==> config.mk <==
export PLATFORM = sky130hd
export DESIGN_NAME = pol_protection_config
export DESIGN_NICKNAME = d
export VERILOG_FILES = /design/src/verilog/pol_prot_pkg.sv /design/src/verilog/pol_protection_config.sv
export SDC_FILE = /design/constraint.sdc
export NUM_CORES = 1
export LEC_CHECK = 0
export BUFFER_PORTS_ARGS = -buffer_cell sky130_fd_sc_hd__buf_4
export CAP_MARGIN = 25
export CORE_UTILIZATION = 65
export CTS_CLUSTER_SIZE = 14
export DETAILED_ROUTE_END_ITERATION = 8
export HOLD_SLACK_MARGIN = 0.02
export PLACE_DENSITY = 0.85
export SYNTH_ARGS = -nofsm -noshare
export SYNTH_HDL_FRONTEND = slang
export SYNTH_SLANG_ARGS = --single-unit
==> constraint.sdc <==
create_clock -name clk_sys -period 36.2 [get_ports clk_sys]
set_clock_uncertainty 0.15 [all_clocks]
set_input_delay 5.43 -clock clk_sys [delete_from_list [all_inputs] [get_ports clk_sys]]
set_output_delay 5.43 -clock clk_sys [all_outputs]
set_load 0.05 [all_outputs]
==> src/verilog/pol_prot_pkg.sv <==
// Purpose: Constants for the protection and limit configuration block
// Assumes: Registers reached over the manager's single-wire decoder port
// Notes: Temperatures are whole degrees Celsius
//
// Behaviour
// - Hold off driving until the ramp target passes a pre-biased output.
// - Falling ramp rate is set separately from the rising ramp rate.
// - Largest turn-off delay is below the largest turn-on delay.
// - Warnings are thermal near-limit and power-good.
// - Warnings never shut down; they show in readable status and on their flag outputs; only power-good also shows on pgPinOe.
// - Faults: OC, OV, OT, tracking; error: UV; separate response fields.
// - Threshold register writable only while the run bit is zero.
// - Bit 5 picks PG upper 105/110%, bit 4 PG lower 95/90%.
// - Bits 3:2 pick OV level, bits 1:0 pick UV level.
// - OV, UV and PG thresholds follow the active output setpoint.
// - Bits 7:5 of current-limit register hold the droop code.
// - Bit 4 enables current-limit temperature compensation, default on.
// - Bits 3:0 set the current limit code, default 0xB.
// - Current-limit codes above eleven act as eleven.
// - Above 120 C raise the thermal warning and its status bit.
// - Thermal warning clears only below 117 C.
// - Status condition bits are active low.
package pol_prot_pkg;

  // ****************************************
  // Register map
  // ****************************************
  localparam logic [7:0] ADDR_PROT = 8'h01;
  localparam logic [7:0] ADDR_TRACK = 8'h03;
  localparam logic [7:0] ADDR_CLIM = 8'h08;
  localparam logic [7:0] ADDR_ONDLY = 8'h20;
  localparam logic [7:0] ADDR_OFFDLY = 8'h21;
  localparam logic [7:0] ADDR_RESP = 8'h22;
  localparam logic [7:0] ADDR_STATUS = 8'h23;

  localparam logic [5:0] PROT_RST = 6'h08;
  localparam logic [7:0] TRACK_RST = 8'h1C;
  localparam logic [7:0] CLIM_RST = 8'h1B;
  localparam logic [7:0] DLY_RST = 8'h00;
  localparam logic [1:0] RESP_RST = 2'h3;

  // Field positions
  localparam int PG_HI_BIT = 5;
  localparam int PG_LO_BIT = 4;
  localparam int CL_TC_BIT = 4;
  localparam int TR_SC_BIT = 3;

  localparam logic [3:0] CL_MAX = 4'hB;
  localparam logic [7:0] OFF_DELAY_MAX = 8'h96;

  // ****************************************
  // Threshold percentages
  // ****************************************
  localparam logic [7:0] PCT_PG_HI_1 = 8'd105;
  localparam logic [7:0] PCT_PG_HI_0 = 8'd110;
  localparam logic [7:0] PCT_PG_LO_1 = 8'd95;
  localparam logic [7:0] PCT_PG_LO_0 = 8'd90;
  localparam logic [7:0] PCT_OV_0 = 8'd110;
  localparam logic [7:0] PCT_OV_1 = 8'd120;
  localparam logic [7:0] PCT_OV_2 = 8'd125;
  localparam logic [7:0] PCT_OV_3 = 8'd130;
  localparam logic [7:0] PCT_UV_0 = 8'd75;
  localparam logic [7:0] PCT_UV_1 = 8'd80;
  localparam logic [7:0] PCT_UV_2 = 8'd85;
  localparam logic [7:0] PCT_UV_3 = 8'd90;
  localparam logic [19:0] PCT_DIV = 20'd100;

  localparam logic [7:0] TEMP_WARN_SET_C = 8'd120;
  localparam logic [7:0] TEMP_WARN_CLR_C = 8'd117;

  // Status bit positions
  localparam int ST_TW = 0;
  localparam int ST_PG = 1;
  localparam int ST_OC = 2;
  localparam int ST_OV = 3;
  localparam int ST_OT = 4;
  localparam int ST_TR = 5;
  localparam int ST_UV = 6;

  typedef enum logic [1:0] {STAGE_OFF, STAGE_HOLD, STAGE_DRIVE} stage_t;

endpackage : pol_prot_pkg

==> src/verilog/pol_protection_config.sv <==
// Purpose: Protection thresholds, limits, warnings and pre-bias hold-off
// Assumes: Config port and analog codes come from logic on clk_sys
// Notes: Fault detectors for OC, OT and tracking live elsewhere
`timescale 1ns/1ps
`default_nettype none

module pol_protection_config
  import pol_prot_pkg::*;
(
  // Clock and reset
  input wire logic clk_sys,
  input wire logic reset,
  // Register port from the single-wire decoder
  input wire logic cfgWrEn,
  input wire logic cfgRdEn,
  input wire logic [7:0] cfgAddr,
  input wire logic [7:0] cfgWrData,
  output logic [7:0] cfgRdData,
  output logic cfgWrRefused,
  // Converter state
  input wire logic runEn,
  input wire logic [11:0] rampTarget,
  input wire logic [11:0] voutSetpoint,
  input wire logic [11:0] voutMeas,
  input wire logic [7:0] tempCode,
  input wire logic tempValid,
  input wire logic ocDet,
  input wire logic otDet,
  input wire logic trDet,
  // Stage control
  output logic driveEn,
  output logic shutdownReq,
  // Thresholds
  output logic [12:0] ovThresh,
  output logic [12:0] uvThresh,
  output logic [12:0] pgHiThresh,
  output logic [12:0] pgLoThresh,
  // Limits and ramps
  output logic [2:0] droopCode,
  output logic limitTempCompEn,
  output logic [3:0] currentLimitCode,
  output logic [2:0] riseRateSel,
  output logic [2:0] fallRateSel,
  output logic fallSlewEn,
  output logic [7:0] onDelayMs,
  output logic [7:0] offDelayMs,
  // Indications
  output logic thermalWarnFlag,
  output logic outputInWindowFlag,
  output logic faultClass,
  output logic errorClass,
  output logic pgPinOe
);

  // ****************************************
  // Storage
  // ****************************************
  logic [5:0] prot_q;
  logic [7:0] track_q;
  logic [7:0] clim_q;
  logic [7:0] onDly_q;
  logic [7:0] offDly_q;
  logic [1:0] resp_q;
  stage_t stage_q;
  logic [6:0] statusVal;
  logic wrProt;
  logic [3:0] clCode;
  logic steady;
  logic ovDet;
  logic uvDet;
  logic pgBad;
  logic fltAny;
  logic errAny;

  function automatic logic [12:0] pctOf(input logic [11:0] sp,
                                        input logic [7:0] pct);
    logic [19:0] prod;
    prod = 20'(sp) * 20'(pct);
    pctOf = 13'(prod / PCT_DIV);
  endfunction : pctOf

  function automatic logic [7:0] ovPct(input logic [1:0] sel);
    unique case (sel)
      2'h0: ovPct = PCT_OV_0;
      2'h1: ovPct = PCT_OV_1;
      2'h2: ovPct = PCT_OV_2;
      2'h3: ovPct = PCT_OV_3;
    endcase
  endfunction : ovPct

  function automatic logic [7:0] uvPct(input logic [1:0] sel);
    unique case (sel)
      2'h0: uvPct = PCT_UV_0;
      2'h1: uvPct = PCT_UV_1;
      2'h2: uvPct = PCT_UV_2;
      2'h3: uvPct = PCT_UV_3;
    endcase
  endfunction : uvPct

  assign wrProt = cfgWrEn && (cfgAddr == ADDR_PROT);
  // Codes above the top step saturate before storage
  assign clCode = (cfgWrData[3:0] > CL_MAX) ? CL_MAX : cfgWrData[3:0];

  // ****************************************
  // Register writes
  // ****************************************
  always_ff @(posedge clk_sys) begin
    if (reset) begin
      prot_q <= PROT_RST;
    end else if (wrProt && !runEn) begin
      prot_q <= cfgWrData[5:0];
    end
  end

  always_ff @(posedge clk_sys) begin
    if (reset) begin
      cfgWrRefused <= 1'b0;
    end else begin
      cfgWrRefused <= wrProt && runEn;
    end
  end

  always_ff @(posedge clk_sys) begin
    if (reset) begin
      track_q <= TRACK_RST;
      clim_q <= CLIM_RST;
      onDly_q <= DLY_RST;
      offDly_q <= DLY_RST;
      resp_q <= RESP_RST;
    end else if (cfgWrEn) begin
      unique case (cfgAddr)
        ADDR_TRACK: track_q <= {1'b0, cfgWrData[6:0]};
        ADDR_CLIM: clim_q <= {cfgWrData[7:4], clCode};
        ADDR_ONDLY: onDly_q <= cfgWrData;
        // Turn-off delay clamps below the turn-on range
        ADDR_OFFDLY: offDly_q <= (cfgWrData > OFF_DELAY_MAX) ? OFF_DELAY_MAX : cfgWrData;
        ADDR_RESP: resp_q <= cfgWrData[1:0];
        default: ;
      endcase
    end
  end

  always_comb begin
    droopCode = clim_q[7:5];
    limitTempCompEn = clim_q[CL_TC_BIT];
    currentLimitCode = clim_q[3:0];
    riseRateSel = track_q[6:4];
    fallRateSel = track_q[2:0];
    fallSlewEn = track_q[TR_SC_BIT];
    onDelayMs = onDly_q;
    offDelayMs = offDly_q;
  end

  // ****************************************
  // Register reads
  // ****************************************
  // Active-low condition bits
  assign statusVal = ~{errorClass && uvDet, trDet, otDet, ovDet, ocDet,
                       outputInWindowFlag, thermalWarnFlag};

  always_ff @(posedge clk_sys) begin
    if (reset) begin
      cfgRdData <= 8'h00;
    end else if (cfgRdEn) begin
      unique case (cfgAddr)
        ADDR_PROT: cfgRdData <= {2'b00, prot_q};
        ADDR_TRACK: cfgRdData <= track_q;
        ADDR_CLIM: cfgRdData <= clim_q;
        ADDR_ONDLY: cfgRdData <= onDly_q;
        ADDR_OFFDLY: cfgRdData <= offDly_q;
        ADDR_RESP: cfgRdData <= {6'h00, resp_q};
        ADDR_STATUS: cfgRdData <= {1'b0, statusVal};
        default: cfgRdData <= 8'h00;
      endcase
    end
  end

  // ****************************************
  // Thresholds
  // ****************************************
  // Recomputed every cycle so margining moves them too
  always_ff @(posedge clk_sys) begin
    if (reset) begin
      ovThresh <= 13'h0000;
      uvThresh <= 13'h0000;
      pgHiThresh <= 13'h0000;
      pgLoThresh <= 13'h0000;
    end else begin
      ovThresh <= pctOf(voutSetpoint, ovPct(prot_q[3:2]));
      uvThresh <= pctOf(voutSetpoint, uvPct(prot_q[1:0]));
      pgHiThresh <= pctOf(voutSetpoint,
        prot_q[PG_HI_BIT] ? PCT_PG_HI_1 : PCT_PG_HI_0);
      pgLoThresh <= pctOf(voutSetpoint,
        prot_q[PG_LO_BIT] ? PCT_PG_LO_1 : PCT_PG_LO_0);
    end
  end

  // ****************************************
  // Condition classes
  // ****************************************
  assign steady = driveEn && (rampTarget == voutSetpoint);
  assign ovDet = driveEn && (13'(voutMeas) > ovThresh);
  assign uvDet = steady && !ocDet && (13'(voutMeas) < uvThresh);
  assign pgBad = steady && ((13'(voutMeas) > pgHiThresh) ||
                            (13'(voutMeas) < pgLoThresh));
  assign fltAny = ocDet || ovDet || otDet || trDet;
  assign errAny = uvDet;

  always_ff @(posedge clk_sys) begin
    if (reset) begin
      faultClass <= 1'b0;
      errorClass <= 1'b0;
      shutdownReq <= 1'b0;
    end else begin
      faultClass <= fltAny;
      errorClass <= errAny;
      // Warnings are deliberately absent from the stop term
      shutdownReq <= (fltAny && resp_q[0]) || (errAny && resp_q[1]);
    end
  end

  always_ff @(posedge clk_sys) begin
    if (reset) begin
      outputInWindowFlag <= 1'b0;
      pgPinOe <= 1'b0;
    end else begin
      outputInWindowFlag <= pgBad;
      pgPinOe <= pgBad;
    end
  end

  // ****************************************
  // Thermal warning
  // ****************************************
  // Between the two levels the flag keeps its value
  always_ff @(posedge clk_sys) begin
    if (reset) begin
      thermalWarnFlag <= 1'b0;
    end else if (tempValid) begin
      if (tempCode > TEMP_WARN_SET_C) begin
        thermalWarnFlag <= 1'b1;
      end else if (tempCode < TEMP_WARN_CLR_C) begin
        thermalWarnFlag <= 1'b0;
      end
    end
  end

  // ****************************************
  // Pre-bias hold-off
  // ****************************************
  always_ff @(posedge clk_sys) begin
    if (reset) begin
      stage_q <= STAGE_OFF;
      driveEn <= 1'b0;
    end else begin
      unique case (stage_q)
        STAGE_OFF: begin
          if (runEn) begin
            stage_q <= STAGE_HOLD;
          end
        end
        STAGE_HOLD: begin
          if (!runEn) begin
            stage_q <= STAGE_OFF;
          end else if (rampTarget > voutMeas) begin
            stage_q <= STAGE_DRIVE;
            driveEn <= 1'b1;
          end
        end
        STAGE_DRIVE: begin
          if (!runEn || shutdownReq) begin
            stage_q <= STAGE_OFF;
            driveEn <= 1'b0;
          end
        end
      endcase
    end
  end

  // ****************************************
  // Checks
  // ****************************************
  AST_PREBIAS: assert property (@(posedge clk_sys) disable iff (reset)
    $rose(driveEn) |-> $past(rampTarget > voutMeas))
    else $error("drive started below pre-bias level");

  AST_FALL_INDEP: assert property (@(posedge clk_sys) disable iff (reset)
    cfgWrEn && cfgAddr == ADDR_TRACK |=> fallRateSel == $past(cfgWrData[2:0])
      && riseRateSel == $past(cfgWrData[6:4]))
    else $error("ramp rates not stored separately");

  AST_OFF_DELAY: assert property (@(posedge clk_sys) disable iff (reset)
    offDelayMs <= OFF_DELAY_MAX)
    else $error("turn-off delay above its limit");

  AST_WARN_NO_STOP: assert property (@(posedge clk_sys) disable iff (reset)
    shutdownReq |-> faultClass || errorClass)
    else $error("stop without fault or error");

  AST_PROT_LOCK: assert property (@(posedge clk_sys) disable iff (reset)
    wrProt && runEn |=> $stable(prot_q) ##0 cfgWrRefused)
    else $error("threshold register changed while running");

  AST_PROT_WRITE: assert property (@(posedge clk_sys) disable iff (reset)
    wrProt && !runEn |=> prot_q == $past(cfgWrData[5:0]))
    else $error("threshold write lost");

  AST_OV_FOLLOW: assert property (@(posedge clk_sys) disable iff (reset)
    !reset |=> ovThresh == pctOf($past(voutSetpoint), ovPct($past(prot_q[3:2]))))
    else $error("overvoltage level not tracking setpoint");

  AST_CL_SAT: assert property (@(posedge clk_sys) disable iff (reset)
    cfgWrEn && cfgAddr == ADDR_CLIM && cfgWrData[3:0] > CL_MAX
      |=> currentLimitCode == CL_MAX)
    else $error("current limit not saturated");

  AST_OT_SET: assert property (@(posedge clk_sys) disable iff (reset)
    tempValid && tempCode > TEMP_WARN_SET_C |=> thermalWarnFlag && !statusVal[ST_TW])
    else $error("thermal warning not raised");

  AST_OT_HYST: assert property (@(posedge clk_sys) disable iff (reset)
    thermalWarnFlag && !(tempValid && tempCode < TEMP_WARN_CLR_C) |=> thermalWarnFlag)
    else $error("thermal warning cleared early");

  AST_STATUS_LOW: assert property (@(posedge clk_sys) disable iff (reset)
    outputInWindowFlag |-> !statusVal[ST_PG])
    else $error("status bit not active low");

  COV_HOLD_DRIVE: cover property (@(posedge clk_sys) disable iff (reset)
    stage_q == STAGE_HOLD ##[1:20] driveEn);
  COV_REFUSED: cover property (@(posedge clk_sys) disable iff (reset)
    cfgWrRefused);
  COV_THERMAL: cover property (@(posedge clk_sys) disable iff (reset)
    $fell(thermalWarnFlag));
  COV_STOP: cover property (@(posedge clk_sys) disable iff (reset)
    $rose(shutdownReq));

endmodule : pol_protection_config

`default_nettype wire
==> results of run 1 <==
==> worst max-delay path: cells and delay by family <==
family          cells  cell delay (ns)
xor+xnor            2             1.05
mux                 2             0.74
buf+inv             4             0.58
compound gates     23             7.01
simple gates        8             2.22
fa+ha+maj           7             2.88
==> cell usage after synthesis, drive strengths merged, types with 31 or more instances <==
master / instances / area [um^2]
nand2b: 63 / 394
xnor2: 108 / 1010
o211ai: 59 / 487
xor2: 48 / 435
or2: 31 / 194
nor2: 326 / 1240
and3: 39 / 254
inv: 356 / 1340
fa: 169 / 3380
dfxtp: 108 / 2160
a21oi: 209 / 1090
a21o: 46 / 345
nor3: 77 / 400
o22ai: 35 / 238
ha: 245 / 3070
and2: 89 / 558
clkbuf: 86 / 324
nand3: 91 / 455
mux2i: 61 / 631
nand2: 240 / 906
o21ai: 190 / 977
nand4: 39 / 244
buf: 39 / 218
o21a: 59 / 450
a211oi: 55 / 490
a31oi: 44 / 337
==> logic make-up (layout without fill, tap and decap cells) <==
family | after synthesis | in the layout
adder cells (fa/ha/maj) | 431 | 431
XOR/XNOR | 156 | 156
AO/OA/AOI/OAI | 1068 | 1068
multiplexers | 82 | 82
flip-flops | 108 | 108
buffers and inverters | 481 | 553
AND/OR/NAND/NOR | 1135 | 1135
other | 1 | 1
==> per-stage QoR <==
stage | setup slack [ns] | instances | hold slack, ns | instance area, um^2
4_1_cts | 16.87 | 4055 | 0.324 | 28400
2_1_floorplan | 18.61 | 3462 | 0.308 | 26700
3_3_place_gp | 16.67 | 4039 | 0.309 | 28100
3_5_place_dp | 16.49 | 4039 | 0.311 | 28100
6_report | 16.44 | 4059 | 0.325 | 28500
5_1_grt | 15.48 | 4059 | 0.345 | 28500
==> registers in the layout (all words and copies together), names as in the netlist, 2 cells and up <==
name / cells
clim_q: 8
track_q: 7
uvThresh: 13
pgHiThresh: 13
prot_q: 6
ovThresh: 13
cfgRdData: 8
offDelayMs: 8
pgLoThresh: 13
stage_q: 2
resp_q: 2
onDelayMs: 8
==> placed cells by master (no fill, tap or decap), drive strengths merged, types with 91 or more instances in the layout <==
cell | Yosys | final
o21ai | 190 | 190
a21oi | 209 | 209
buf | 39 | 180
fa | 169 | 169
nor2 | 326 | 326
nand2 | 240 | 240
dfxtp | 108 | 108
xnor2 | 108 | 108
nand3 | 91 | 91
ha | 245 | 245
inv | 356 | 359
==> area by class of cell <==
class | instances | area [um^2] | share of cell area
clock inverter | 6 | 62.6 | 0.00220
clock buffer | 10 | 239 | 0.00840
multi-input combinational | 2873 | 22600 | 0.796
timing repair buffer | 181 | 1360 | 0.0477
tap | 525 | 657 | 0.0231
inverter | 356 | 1340 | 0.0469
sequential | 108 | 2160 | 0.0760
==> per-layer routing <==
layer	wire, um	up-vias	track usage
li1	-	12800	-
met1	32700	13000	0.490
met2	36800	1432	0.618
met3	7630	231	0.0651
met4	3980	2	0.184
met5	11	-	0
==> worst paths after layout <==
check	startpoint	endpoint	slack, ns
setup / recovery	voutSetpoint[3]	ovThresh[0]$_SDFF_PP0_	16.44
hold / removal	cfgRdData[4]$_SDFFE_PP0P_	cfgRdData[4]$_SDFFE_PP0P_	0.32
setup reg to reg	prot_q[2]$_SDFFE_PP0P_	ovThresh[0]$_SDFF_PP0_	20.60
hold reg to reg	cfgRdData[4]$_SDFFE_PP0P_	cfgRdData[4]$_SDFFE_PP0P_	0.32
==> summary.txt, run 1 <==
Status
  • Status: complete, no violations

Place
  • Post-DP HPWL: 63.5 mm
  • Number of port buffers: 167
  • GPL Wtd Cong: 1.00

Detailed routing
  • DRC viols: 0
  • DRT iter0 DRCs: 2540
  • DR vias: 27500
  • DRT Wirelength: 81.1 mm
  • Via density: 6.77
  • DRT Pass-1 Iters: 8
  • Routed length per instance: 20.0 um
  • ANT nets after route: 0

Global route
  • Number of global-route vias before repair: 25800
  • Pin count of the biggest net entering global routing: 60
  • First-pass GRT wire length: 131 mm
  • Antenna violations before repair: 1
  • Global Route Usage Sum: 0.381
  • GRT Residual Overflow: 0

Die
  • Die Y: 205 um
  • Die area: 41900 um^2
  • Row Count: 73
  • Initial Utilization: 0.666
  • Ports: 168
  • Core area: 40100 um^2
  • Die Wd: 205 um

Logic synthesis
  • Post-synthesis cell area: 26700 um^2
  • Synth Area in Simple Gates: 0.213
  • Flops & latches, synth: 108
  • Ys Warns: 0
  • Mapped Nets: 3945
  • Post-synthesis adder-cell area fraction: 0.248
  • Synth cell types: 142
  • Post-synthesis compound-gate area fraction: 0.299
  • Ys flop type: dfxtp_1
  • EDFF count, synth: 0
  • Multiplexer share of the synthesized area: 0.0340
  • Seq/Total Area, Yosys: 0.0810
  • Async SR Flop Fraction: 0
  • Syn avg cell area: 7.71 um^2
  • Synth Area in XOR/XNOR: 0.0541
  • Synthesized instance count: 3462
  • Main combinational cell family by area after synthesis: compound AO/OA/AOI/OAI gates

Setup path
  • Crit path launch type: input pin
  • R2R depth: 47
  • Setup crit end kind: register
  • Worst path slowest cell: xnor2_1
  • Worst Setup Path Type: in -> reg
  • Worst Path Arrival: 19.92 ns
  • Max incr delay on CP: 0.89 ns
  • WP data required: 36.36 ns
  • Crit-path max FO: 17

Layout
  • Area grow syn2layout: 6.65%
  • Layout Utilization: 0.710
  • Final net count: 4012
  • ANT cells: 0
  • Layout cells sized above 1: 0.110
  • Fill cells: 3225

STA
  • Worst Tran Pin Value: 1.09 ns
  • Final setup violation count: 0
  • Fmax achieved: 50.6 MHz
  • Period utilisation layout: 0.546
  • Relative slew slack: 0.265
  • Final hold vios: 0
  • Unrepaired setup endpoints after global routing: false
  • Final Critical Period: 19.76 ns
  • Max-slew violation count: 0
  • Setup TNS: 0 ns

Job
  • Maximum Capacitance Violations: 0

Clock tree
  • CTS root buf: clkbuf_16
  • Post-CTS sizing: 0
  • Post-CTS Setup Bufs: 0
  • # hold bufs at CTS: 0
  • Clock sinks: 108
  • # H-tree levels: 3
  • Clock transition at the registers of the reported paths: 0.09 ns
  • Num CTS Buffers: 9
  • Worst-Skew Late Latency: 0.38 ns
  • TritonCTS clock tree: done
  • Deepest clock path buffer count: 2

Min path
  • Hold Crit Class: reg -> reg
  • Hold Crit Depth: 2
Power of run 1 is left out: the tool's default activity adds up to more than one toggle a clock period on the data nets, which glitch-free logic cannot reach.
==> inputs of run 2 (changes only) <==
==> constraint.sdc (replaced) <==
create_clock -name clk_sys -period 18.4 [get_ports clk_sys]
set_clock_uncertainty 0.15 [all_clocks]
set_input_delay 2.76 -clock clk_sys [delete_from_list [all_inputs] [get_ports clk_sys]]
set_output_delay 2.76 -clock clk_sys [all_outputs]
set_load 0.05 [all_outputs]
==> run 2 against run 1 <==
  * Register-to-register slack worse by 18 ns
  * Wire length up 0.48%
  * Utilization about the same
  * Design area about the same
  * Worst hold slack better by 0.0062 ns
  * Sequential share of layout area about the same
  * Non-clock buffer count up 2
  * Via count up 0.62%
==> summary.txt, run 2 (synthesized netlist as in run 1, its figures left out) <==
Status
  • Status: complete, no violations

Die
  • Core area: 40100 um^2 (unchanged)
  • Die Y: 205 um (unchanged)
  • Ports: 168 (unchanged)
  • Row Count: 73 (unchanged)
  • Die area: 41900 um^2 (unchanged)
  • Die Wd: 205 um (unchanged)
  • Initial Utilization: 0.666 (unchanged)

Layout
  • Finished Cell Area: 28500 um^2 (about the same)
  • Layout cells sized above 1: 0.111 (+0.000503)
  • ANT cells: 0 (unchanged)
  • Final net count: 4014 (+0.050%)
  • Commonest non-fill, non-tap cells in the layout: inv_1 (356), nor2_1 (323), ha_1 (245), nand2_1 (238), a21oi_1 (199)
  • Area grow syn2layout: 6.71% (about the same)
  • Commonest non-fill, non-tap cell in the layout: inv_1
  • Final Instance Count excl. Fillers: 4061 (+0.049%)

STA
  • Max-slew violation count: 0 (unchanged)
  • Unrepaired setup endpoints after global routing: false
  • Final Critical Period: 16.94 ns
  • Final setup violation count: 0 (unchanged)
  • Worst Tran Pin Value: 1.11 ns (+0.0169 ns)
  • Setup TNS: 0 ns (unchanged)
  • Fmax achieved: 59.0 MHz
  • Relative slew slack: 0.249 (-0.0165)
  • Final hold vios: 0 (unchanged)
  • Period utilisation layout: 0.921

Setup path
  • Worst Path Arrival: 17.10 ns (-2.82 ns)
  • Crit path launch type: input pin
  • Critical path depth: 47 (+2.2%)
  • Reg2reg setup slack: 2.85 ns (-17.75 ns)
  • Crit-path max FO: 17 (unchanged)
  • Largest delay contributor family on the critical path: compound AO/OA/AOI/OAI gates
  • Buffers and inverters on the worst path: 4 (unchanged)
  • Setup crit end kind: register
  • Worst Setup Path Type: in -> reg
  • Reg-to-Reg End: ovThresh[0]$_SDFF_PP0_
  • Max incr delay on CP: 0.73 ns (-0.16 ns)
  • WP data required: 18.56 ns (-17.80 ns)
  • Worst path slowest cell: xnor2_1
  • R2R depth: 46 (-2.1%)
  • Worst r2r src: prot_q[2]$_SDFFE_PP0P_

Detailed routing
  • DRC viols: 0 (unchanged)
  • Via density: 6.81 (+0.57%)
  • DRT Wirelength: 81.5 mm (+0.48%)
  • ANT nets after route: 0 (unchanged)
  • DRT Pass-1 Iters: 7 (-1)
  • DR vias: 27700 (+0.62%)
  • Routed length per instance: 20.1 um (+0.43%)
  • DRT iter0 DRCs: 2518 (-0.87%)

Min path
  • Worst Hold Launch: offDelayMs[7]$_SDFFE_PP0P_
  • Hold Crit Depth: 2 (unchanged)
  • Hold Crit Class: reg -> reg
  • Hold Path End: offDelayMs[7]$_SDFFE_PP0P_

Global route
  • Global Route Usage Sum: 0.383 (+0.00130)
  • GRT Residual Overflow: 0 (unchanged)
  • Number of global-route vias before repair: 26000 (+0.98%)
  • First-pass GRT wire length: 132 mm (+0.32%)
  • Antenna violations before repair: 0 (-1)
  • Pin count of the biggest net entering global routing: 60 (unchanged)

Clock tree
  • Clock sinks: 108 (unchanged)
  • Worst-Skew Late Latency: 0.39 ns (about the same)
  • Num CTS Buffers: 9 (unchanged)
  • TritonCTS clock tree: done
  • Post-CTS Setup Bufs: 0 (unchanged)
  • Clock transition at the registers of the reported paths: 0.08 ns (about the same)
  • Post-CTS sizing: 0 (unchanged)
  • Deepest clock path buffer count: 2 (unchanged)
  • CTS root buf: clkbuf_16
  • # H-tree levels: 3 (unchanged)
  • # hold bufs at CTS: 0 (unchanged)

Place
  • GPL Wtd Cong: 0.987 (-1.7%)
  • Number of port buffers: 167 (unchanged)
  • Dpl cells: 4040 (+0.025%)
  • Placed cell area: 28100 um^2 (about the same)
  • Post-DP HPWL: 64.0 mm (+0.66%)

Job
  • Maximum Capacitance Violations: 0 (unchanged)
## run 2: cell count changes in the layout (fill, tap and decap cells not counted), sizes merged
cell / previous run / this run
clkbuf: 11 / 9
buf: 180 / 183
inv: 359 / 360
## run 2: how the worst max path moves through the flow
stage,from,slack (ns),endpoint
2_1_floorplan,voutSetpoint[6],3.48,uvThresh[0]$_SDFF_PP0_
4_1_cts,voutSetpoint[6],1.69,uvThresh[0]$_SDFF_PP0_
6_report,voutSetpoint[3],1.46,ovThresh[0]$_SDFF_PP0_
5_1_grt,voutSetpoint[6],0.56,ovThresh[1]$_SDFF_PP0_
3_5_place_dp,voutSetpoint[6],1.31,uvThresh[0]$_SDFF_PP0_
3_3_place_gp,voutSetpoint[6],1.49,uvThresh[0]$_SDFF_PP0_
## run 2: worst register-to-register path, delay by kind of cell, from the launching register on
family | cells | cell delay [ns]
adder cells (fa/ha/maj) | 7 | 3.21
buffers and inverters | 3 | 0.19
AO/OA/AOI/OAI | 23 | 6.30
AND/OR/NAND/NOR | 10 | 3.52
multiplexers | 1 | 0.22
XOR/XNOR | 2 | 1.41
flip-flops | 1 | 0.42
## run 2: through the flow
step                 util  hold slack, ns  setup WS, ns
CTS                 0.709           0.330          1.69
detailed placement  0.702           0.319          1.31
finish              0.710           0.331          1.46
global route        0.710           0.348         0.558
floorplan               -           0.308          3.48
global placement    0.702           0.308          1.49
## run 2: area by class of cell
class | count | area [um^2]
fill | 3237 | 11600
multi-input combinational | 2873 | 22600
timing repair buffer | 183 | 1370
inverter | 356 | 1340
tap | 525 | 657
sequential | 108 | 2160
clock inverter | 7 | 77.6
clock buffer | 9 | 225
## run 2: routing by layer
| layer | up-vias | GRT usage | share of wire |
|---|---|---|---|
| met5 | - | 0 | 0 |
| met4 | 0 | 0.156 | 0.041 |
| met3 | 197 | 0.0679 | 0.093 |
| met2 | 1425 | 0.629 | 0.46 |
| met1 | 13300 | 0.493 | 0.41 |
| li1 | 12800 | - | - |
Power of run 2 is left out for the same reason.
